--- src/logic/stc_pkg.sv ---
// constants and types of the sensitivity temperature compensation block
package stc_pkg;
  // ****************************************
  // register map (plain port, printed offsets)
  // ****************************************
  localparam logic [7:0] STC_TC2_ADDR = 8'h08;
  localparam logic [7:0] STC_TC1_ADDR = 8'h09;
  localparam logic [7:0] STC_CTRL_ADDR = 8'h0a;
  localparam logic [7:0] STC_STAT_ADDR = 8'h0b;
  localparam int STC_TC2_COLD_LSB = 6;
  localparam int STC_TC2_HOT_LSB = 15;
  localparam int STC_TC1_COLD_LSB = 8;
  localparam int STC_TC1_HOT_LSB = 16;
  localparam int STC_CTRL_MODE_BIT = 0;
  localparam int STC_STAT_READY_BIT = 0;
  localparam int STC_STAT_MODE_BIT = 1;
  localparam int STC_STAT_CODE_LSB = 4;
  localparam logic [7:0] STC_TC1_RESET = 8'h00;
  localparam logic [8:0] STC_TC2_RESET = 9'h000;
  localparam logic STC_MODE_RESET = 1'b0;
  // ****************************************
  // coefficient decode and arithmetic scale
  // ****************************************
  localparam logic signed [9:0] STC_TC1_ZERO = 10'sh040; // code giving 0 m%/C
  localparam logic signed [10:0] STC_TC2_MID2 = 11'sh1ff; // twice the mid code
  localparam int STC_GAIN_FRAC = 25; // gain lsb = 2^-25 = half a tc2 step
  localparam int STC_TC1_ALIGN = 9; // tc1 step = 2^-16 = 2^9 gain lsb
  localparam logic signed [27:0] STC_GAIN_ONE = 28'sh2000000;
  // ****************************************
  // output ranges
  // ****************************************
  localparam logic signed [15:0] STC_SENT_MIN = 16'sh0000;
  localparam logic signed [15:0] STC_SENT_MAX = 16'sh0fff;
  localparam logic signed [15:0] STC_SENT_MID = 16'sh0800;
  localparam logic [9:0] STC_PWM_MIN = 10'h032; // 5.0 percent in 0.1 units
  localparam logic [9:0] STC_PWM_MAX = 10'h3b6; // 95.0 percent
  localparam logic [9:0] STC_PWM_SPAN = 10'h384; // 90.0 percent
  // ****************************************
  // timing
  // ****************************************
  localparam int STC_CLK_MHZ = 100;
  localparam int STC_POWER_ON_TIME_US = 1000;
  localparam int STC_POWER_ON_CYCLES = STC_POWER_ON_TIME_US * STC_CLK_MHZ;
  localparam int STC_MSG_PERIOD_US = 100;
  localparam int STC_MSG_PERIOD_CYCLES = STC_MSG_PERIOD_US * STC_CLK_MHZ;
  typedef enum logic {STC_MODE_SENT, STC_MODE_PWM} stc_mode_t;
  typedef enum logic [1:0] {STC_ST_POWERUP, STC_ST_WAIT_DATA, STC_ST_RUN} stc_state_t;
endpackage : stc_pkg

--- src/logic/stc_top.sv ---
// sensitivity temperature compensation core with output range shaping
// Functional notes
// linear correction uses hot coefficient above 25 C, cold one below
// hot and cold first-order coefficients are separate 8-bit unsigned codes
// first-order code 0 is -98, all-ones +291, step 1.53 m%/C
// quadratic correction uses hot coefficient above 25 C, cold below
// hot and cold second-order coefficients are separate 9-bit codes
// second-order code 0 is -1.53, all-ones +1.53, step 0.00596 m%/C
// programmer writes zero to both first-order fields when unused
// programmer writes zero to both second-order fields when unused
// pwm duty over full-scale span is held between 5 and 95 percent
// sent full-scale output codes run from 0 to 4095
// no output until start-up done; first output already valid
// slow updates make messages repeat the held value
// at exactly 25 C no temperature correction is applied
module stc_top
  import stc_pkg::*;
#(
  parameter int POWER_ON_CYCLES = stc_pkg::STC_POWER_ON_CYCLES,
  parameter int MSG_PERIOD_CYCLES = stc_pkg::STC_MSG_PERIOD_CYCLES
) (
  input wire logic core_clk, // 100 MHz core clock
  input wire logic rst, // async reset, active high
  input wire logic [7:0] reg_addr, // register address
  input wire logic [23:0] reg_wdata, // register write data
  input wire logic reg_wr, // write strobe
  input wire logic reg_rd, // read strobe
  output logic [23:0] reg_rdata_q, // read data, cycle after strobe
  input wire logic signed [11:0] field_in, // filtered field reading
  input wire logic signed [7:0] temp_dev, // ambient minus 25 C, in C
  input wire logic sample_valid, // new filter update
  output logic [11:0] sent_code_q, // sent data value
  output logic [9:0] pwm_duty_q, // pwm duty, 0.1 percent units
  output logic msg_strobe_q, // one-cycle pulse per output message
  output logic out_ready_q // outputs valid
);
  import stc_pkg::*;

  // ****************************************
  // registers
  // ****************************************
  logic [7:0] tc1_cold_q;
  logic [7:0] tc1_hot_q;
  logic [8:0] tc2_cold_q;
  logic [8:0] tc2_hot_q;
  stc_mode_t mode_q;
  stc_state_t state_q;
  logic [31:0] por_cnt_q;
  logic [31:0] msg_cnt_q;
  logic signed [27:0] gain_q;
  logic signed [11:0] field_s1_q;
  logic s1_valid_q;
  logic signed [39:0] prod_q;
  logic s2_valid_q;
  logic [11:0] code_q;
  logic have_value_q;
  logic signed [9:0] tc1_sel;
  logic signed [10:0] tc2_sel;
  logic signed [27:0] corr;
  logic signed [15:0] scaled;
  logic [11:0] code_d;
  logic [21:0] pwm_prod;

  // register writes
  always_ff @(posedge core_clk or posedge rst) begin
    if (rst) begin
      tc1_cold_q <= STC_TC1_RESET;
      tc1_hot_q <= STC_TC1_RESET;
      tc2_cold_q <= STC_TC2_RESET;
      tc2_hot_q <= STC_TC2_RESET;
      mode_q <= STC_MODE_SENT;
    end else if (reg_wr) begin
      if (reg_addr == STC_TC1_ADDR) begin
        tc1_cold_q <= reg_wdata[STC_TC1_COLD_LSB +: 8];
        tc1_hot_q <= reg_wdata[STC_TC1_HOT_LSB +: 8];
      end
      if (reg_addr == STC_TC2_ADDR) begin
        tc2_cold_q <= reg_wdata[STC_TC2_COLD_LSB +: 9];
        tc2_hot_q <= reg_wdata[STC_TC2_HOT_LSB +: 9];
      end
      if (reg_addr == STC_CTRL_ADDR) begin
        mode_q <= stc_mode_t'(reg_wdata[STC_CTRL_MODE_BIT]);
      end
    end
  end

  // register reads, unmapped reads give zero
  always_ff @(posedge core_clk or posedge rst) begin
    if (rst) begin
      reg_rdata_q <= 24'h000000;
    end else if (reg_rd) begin
      reg_rdata_q <= 24'h000000;
      unique case (reg_addr)
        STC_TC1_ADDR: begin
          reg_rdata_q[STC_TC1_COLD_LSB +: 8] <= tc1_cold_q;
          reg_rdata_q[STC_TC1_HOT_LSB +: 8] <= tc1_hot_q;
        end
        STC_TC2_ADDR: begin
          reg_rdata_q[STC_TC2_COLD_LSB +: 9] <= tc2_cold_q;
          reg_rdata_q[STC_TC2_HOT_LSB +: 9] <= tc2_hot_q;
        end
        STC_CTRL_ADDR: begin
          reg_rdata_q[STC_CTRL_MODE_BIT] <= mode_q;
        end
        STC_STAT_ADDR: begin
          reg_rdata_q[STC_STAT_READY_BIT] <= out_ready_q;
          reg_rdata_q[STC_STAT_MODE_BIT] <= mode_q;
          reg_rdata_q[STC_STAT_CODE_LSB +: 12] <= code_q;
        end
        default: begin
          reg_rdata_q <= 24'h000000;
        end
      endcase
    end
  end

  // ****************************************
  // gain computation
  // ****************************************
  // coefficient pick by sign of deviation, decode to signed steps
  always_comb begin
    if (temp_dev > 8'sh00) begin
      tc1_sel = $signed({2'b00, tc1_hot_q}) - STC_TC1_ZERO;
      tc2_sel = $signed({1'b0, tc2_hot_q, 1'b0}) - STC_TC2_MID2;
    end else if (temp_dev < 8'sh00) begin
      tc1_sel = $signed({2'b00, tc1_cold_q}) - STC_TC1_ZERO;
      tc2_sel = $signed({1'b0, tc2_cold_q, 1'b0}) - STC_TC2_MID2;
    end else begin
      tc1_sel = 10'sh000;
      tc2_sel = 11'sh000;
    end
    corr = (28'(tc1_sel * temp_dev) <<< STC_TC1_ALIGN) + 28'(tc2_sel * temp_dev * temp_dev);
  end

  // stage one: gain and field capture
  always_ff @(posedge core_clk or posedge rst) begin
    if (rst) begin
      gain_q <= STC_GAIN_ONE;
      field_s1_q <= 12'sh000;
      s1_valid_q <= 1'b0;
    end else begin
      s1_valid_q <= sample_valid;
      if (sample_valid) begin
        gain_q <= STC_GAIN_ONE + corr;
        field_s1_q <= field_in;
      end
    end
  end

  // stage two: apply gain
  always_ff @(posedge core_clk or posedge rst) begin
    if (rst) begin
      prod_q <= 40'sh0000000000;
      s2_valid_q <= 1'b0;
    end else begin
      s2_valid_q <= s1_valid_q;
      if (s1_valid_q) begin
        prod_q <= 40'(field_s1_q * gain_q);
      end
    end
  end

  // clamp to the sent full-scale span around mid code
  always_comb begin
    scaled = 16'(prod_q >>> STC_GAIN_FRAC) + STC_SENT_MID;
    if (scaled < STC_SENT_MIN) begin
      code_d = 12'h000;
    end else if (scaled > STC_SENT_MAX) begin
      code_d = 12'hfff;
    end else begin
      code_d = scaled[11:0];
    end
  end

  // stage three: held measurement value
  always_ff @(posedge core_clk or posedge rst) begin
    if (rst) begin
      code_q <= 12'h000;
      have_value_q <= 1'b0;
    end else if (s2_valid_q) begin
      code_q <= code_d;
      have_value_q <= 1'b1;
    end
  end

  // ****************************************
  // start-up and message timing
  // ****************************************
  // start-up sequence
  always_ff @(posedge core_clk or posedge rst) begin
    if (rst) begin
      state_q <= STC_ST_POWERUP;
      por_cnt_q <= 32'h00000000;
    end else begin
      unique case (state_q)
        STC_ST_POWERUP: begin
          por_cnt_q <= por_cnt_q + 32'h00000001;
          if (por_cnt_q == 32'(POWER_ON_CYCLES - 1)) begin
            state_q <= STC_ST_WAIT_DATA;
          end
        end
        STC_ST_WAIT_DATA: begin
          if (have_value_q) begin
            state_q <= STC_ST_RUN;
          end
        end
        STC_ST_RUN: begin
          state_q <= STC_ST_RUN;
        end
      endcase
    end
  end

  assign pwm_prod = 22'(code_q * STC_PWM_SPAN);

  // message generation: repeats the held value until a new one lands
  always_ff @(posedge core_clk or posedge rst) begin
    if (rst) begin
      msg_cnt_q <= 32'h00000000;
      msg_strobe_q <= 1'b0;
      out_ready_q <= 1'b0;
      sent_code_q <= 12'h000;
      pwm_duty_q <= STC_PWM_MIN;
    end else begin
      msg_strobe_q <= 1'b0;
      if (state_q == STC_ST_RUN) begin
        if (msg_cnt_q == 32'h00000000) begin
          msg_strobe_q <= 1'b1;
          out_ready_q <= 1'b1;
          sent_code_q <= code_q;
          pwm_duty_q <= STC_PWM_MIN + pwm_prod[21:12];
        end
        if (msg_cnt_q == 32'(MSG_PERIOD_CYCLES - 1)) begin
          msg_cnt_q <= 32'h00000000;
        end else begin
          msg_cnt_q <= msg_cnt_q + 32'h00000001;
        end
      end
    end
  end
endmodule // stc_top

--- config.mk ---
export PLATFORM = sky130hd
export DESIGN_NAME = stc_top
export DESIGN_NICKNAME = d
export VERILOG_FILES = /design/src/logic/stc_pkg.sv /design/src/logic/stc_top.sv
export SDC_FILE = /design/constraint.sdc
export NUM_CORES = 2
export LEC_CHECK = 0
export BUFFER_PORTS_ARGS = -buffer_cell sky130_fd_sc_hd__buf_2
export CORE_MARGIN = 2
export CORE_UTILIZATION = 50
export CTS_BUF_LIST = sky130_fd_sc_hd__clkbuf_4
export CTS_CLUSTER_SIZE = 24
export DETAILED_ROUTE_END_ITERATION = 10
export PLACE_DENSITY = 0.68
export SKIP_CTS_REPAIR_TIMING = 1
export SYNTH_ARGS = -nofsm -noshare
export SYNTH_HDL_FRONTEND = slang
export SYNTH_SLANG_ARGS = --single-unit
--- constraint.sdc ---
create_clock -name core_clk -period 8.88 [get_ports core_clk]
set_clock_uncertainty 0.2 [all_clocks]
set_input_delay 0.888 -clock core_clk [delete_from_list [all_inputs] [get_ports core_clk]]
set_output_delay 0.888 -clock core_clk [all_outputs]
set_load 0.05 [all_outputs]
==> qor.yml <==
cts:
  root_buffer: "clkbuf_4"
  cts_made_buffers: 59
  cts_htree_levels: 2
  clock_path_buffers: 3
  clock_sinks: 217
  clk_pin_slew_worst_paths_ns: 0.06
  clk_latency_ns: 0.82
  cts_tree: "yes"
die:
  die_x_um: 261
  coreArea_mm2: 0.0655
  die_h_um: 261
  rows: 94
  initial_core_util_pct: 50.2
  pin_count: 105
  die_area_mm2: 0.0679
global_routing:
  groute.usage.overall_pct: 23.1
  grt_overflow_total: 0
  grt_pass1_wl_um: 126000
  grt_pass1_vias: 25400
  grt_start_max_net_pins: 153
  antenna_found_initial: 2
drt:
  vias_per_cell: 5.15
  drc: 0
  post_drt_wl_per_cell_um: 16.5
  wirelength_um: 75600
  final_antenna_net_count: 0
  vias: 23600
  first_pass_iters: 5
  drt-initial-drc-count: 1172
sta:
  fmax_mhz: 109
  setup_viol_count_final: 8
  finalCritPeriodShare_pct: 103
  final.min_clock_period_ns: 9.17
  relSlewSlack_pct: 24.6
  report.final.slew_viol_count: 0
  rsz0062_at_grt: "true"
  tightest_slew_ns: 1.13
  hold_slack_ns: 0.110
  finalHoldViolCount: 0
  fin_ws_ns: -0.286
logic_synthesis:
  yosysWarningCount: 0
  synth_edf_count: 0
  synthArstFlopShare_pct: 100
  ys_types: 74
  netlist_area_mm2: 0.0329
  ys_ff_latch: 217
  postSynthAreaPerCell_um2: 9.66
  dominantRegCellSynth: "dfrtp_1"
  synth-seq-area-share_pct: 16.5
  synthCells: 3405
setup_path:
  crit_type: "primary input to register"
  crit_fanout: 7
  cp-end-kind: "register"
  rrSetupSlack_ns: -0.12
  critPathMaxStageDelay_ns: 0.61
  r2r_cells: 37
  cp-startpoint: "temp_dev[1]"
  crit_top_cell: "fa_1"
  start_kind: "primary input"
  r2r_end: "gain_q[24]"
  worstPathRequired_ns: 9.37
  timing.rr.start: "tc2_hot_q[0]"
  worst_ep_arrival_time_ns: 9.66
  cp_slowest_cell: "fa_1"
worst_hold_path:
  hold_end: "field_s1_q[7]"
  holdPathStages: 2
  min-delay-start: "field_in[7]"
  hp-class: "primary input to register"
finish:
  fin_nets: 4598
  seqCellArea_mm2: 0.00544
  drive_gt1_share_pct: 19.8
  layout_commonest_cell: "inv_1"
  final.fill_count: 5690
  area_delta_synth_final_pct: 14.9
  layout_common_cells: "inv_1, fa_1, nand2_1"
  multiInputGateArea_mm2: 0.0256
place:
  dpl.hpwl_um: 59600
  gp_congestion: 0.901
  numPortBuffers: 97
outcome:
  status: "complete, but fails checks"
  violations: "setup timing"
run:
  cap_violations: 0
[worst max-delay path by stage]
stage	endpoint	depth (start not counted)
3_5_place_dp	gain_q[27]	40
2_1_floorplan	gain_q[27]	43
4_1_cts	gain_q[27]	40
5_1_grt	gain_q[27]	43
6_report	gain_q[24]	37
3_3_place_gp	gain_q[27]	41
[worst max-delay path, delay by kind of cell]
family / cells / cell delay [ns]
xor+xnor: 1 / 0.06
buf+inv: 8 / 0.91
compound gates: 6 / 1.23
mux: 1 / 0.26
simple gates: 10 / 1.57
fa+ha+maj: 11 / 4.74
[cells in the mapped netlist (11+ instances only)]
cell | instances | area share [%]
a21o_1 | 19 | 0.43
a21oi_1 | 67 | 1.0
and2_1 | 200 | 3.8
and3_1 | 29 | 0.55
buf_1 | 11 | 0.13
clkbuf_1 | 122 | 1.4
dfrtp_1 | 213 | 16
fa_1 | 592 | 36
ha_1 | 264 | 10
inv_1 | 656 | 7.5
mux2_2 | 110 | 3.8
nand2_1 | 398 | 4.5
nand2b_1 | 65 | 1.2
nand3_1 | 41 | 0.62
nand4_1 | 30 | 0.57
nor2_1 | 107 | 1.2
nor2b_1 | 63 | 1.2
nor3_1 | 29 | 0.44
nor4_1 | 17 | 0.32
o21ai_0 | 53 | 0.81
o22ai_1 | 23 | 0.44
xnor2_1 | 119 | 3.2
xor2_1 | 34 | 0.90
[cell families (layout without fill, tap and decap cells)]
kind of cell               count (synthesis)  count (layout)  synth area share (%)
xor gates and xnor gates                 153             153                  4.07
AOI/OAI and AO/OA                        243             243                  4.71
and+or+nand+nor                         1022            1022                  15.5
other                                      2               5                0.0228
DFF                                      217             217                  16.5
adders and majority gates                856             856                  46.1
muxes                                    117             117                  3.98
buffers and inverters                    795            1109                  9.10
[sequential cells by signal (all words and copies together), names as in the netlist, 8 cells and up]
name,count
msg_cnt_q,32
por_cnt_q,32
gain_q,28
reg_rdata_q,22
prod_q,15
code_q,12
field_s1_q,12
sent_code_q,12
pwm_duty_q,10
tc2_cold_q,9
tc2_hot_q,9
tc1_cold_q,8
tc1_hot_q,8
[cell type report]
| type | count | share of cell area (%) |
|---|---|---|
| multi-input combinational | 2394 | 67.6 |
| clock inverter | 13 | 0.152 |
| inverter | 657 | 6.57 |
| antenna | 2 | 0.0132 |
| timing repair buffer | 356 | 6.74 |
| sequential | 217 | 14.4 |
| tap | 864 | 2.86 |
| clock buffer | 83 | 1.65 |
[stage by stage]
step	setup slack [ns]	setup TNS [ns]	std cells	instance area (um^2)	utilization, %
floorplan	-0.647	-5.46	3406	33500	-
detailed placement	-1.31	-17.65	4471	36400	55.5
global route	-0.632	-4.74	4585	37800	57.7
global placement	-1.18	-15.44	4471	36400	55.5
finish	-0.286	-1.28	4586	37800	57.7
CTS	-0.404	-2.94	4567	37000	56.5
[layer usage]
layer	share of wire (%)	wire length, um	up-vias	track usage, %
met3	3.6	2710	114	2.42
met1	44	33400	12000	31.3
li1	-	-	11100	-
met5	0	0	-	0
met2	49	37300	474	39.5
met4	2.9	2170	0	6.79
Power is left out: the tool's default activity adds up to more than one toggle a clock period on the data nets, which glitch-free logic cannot reach.
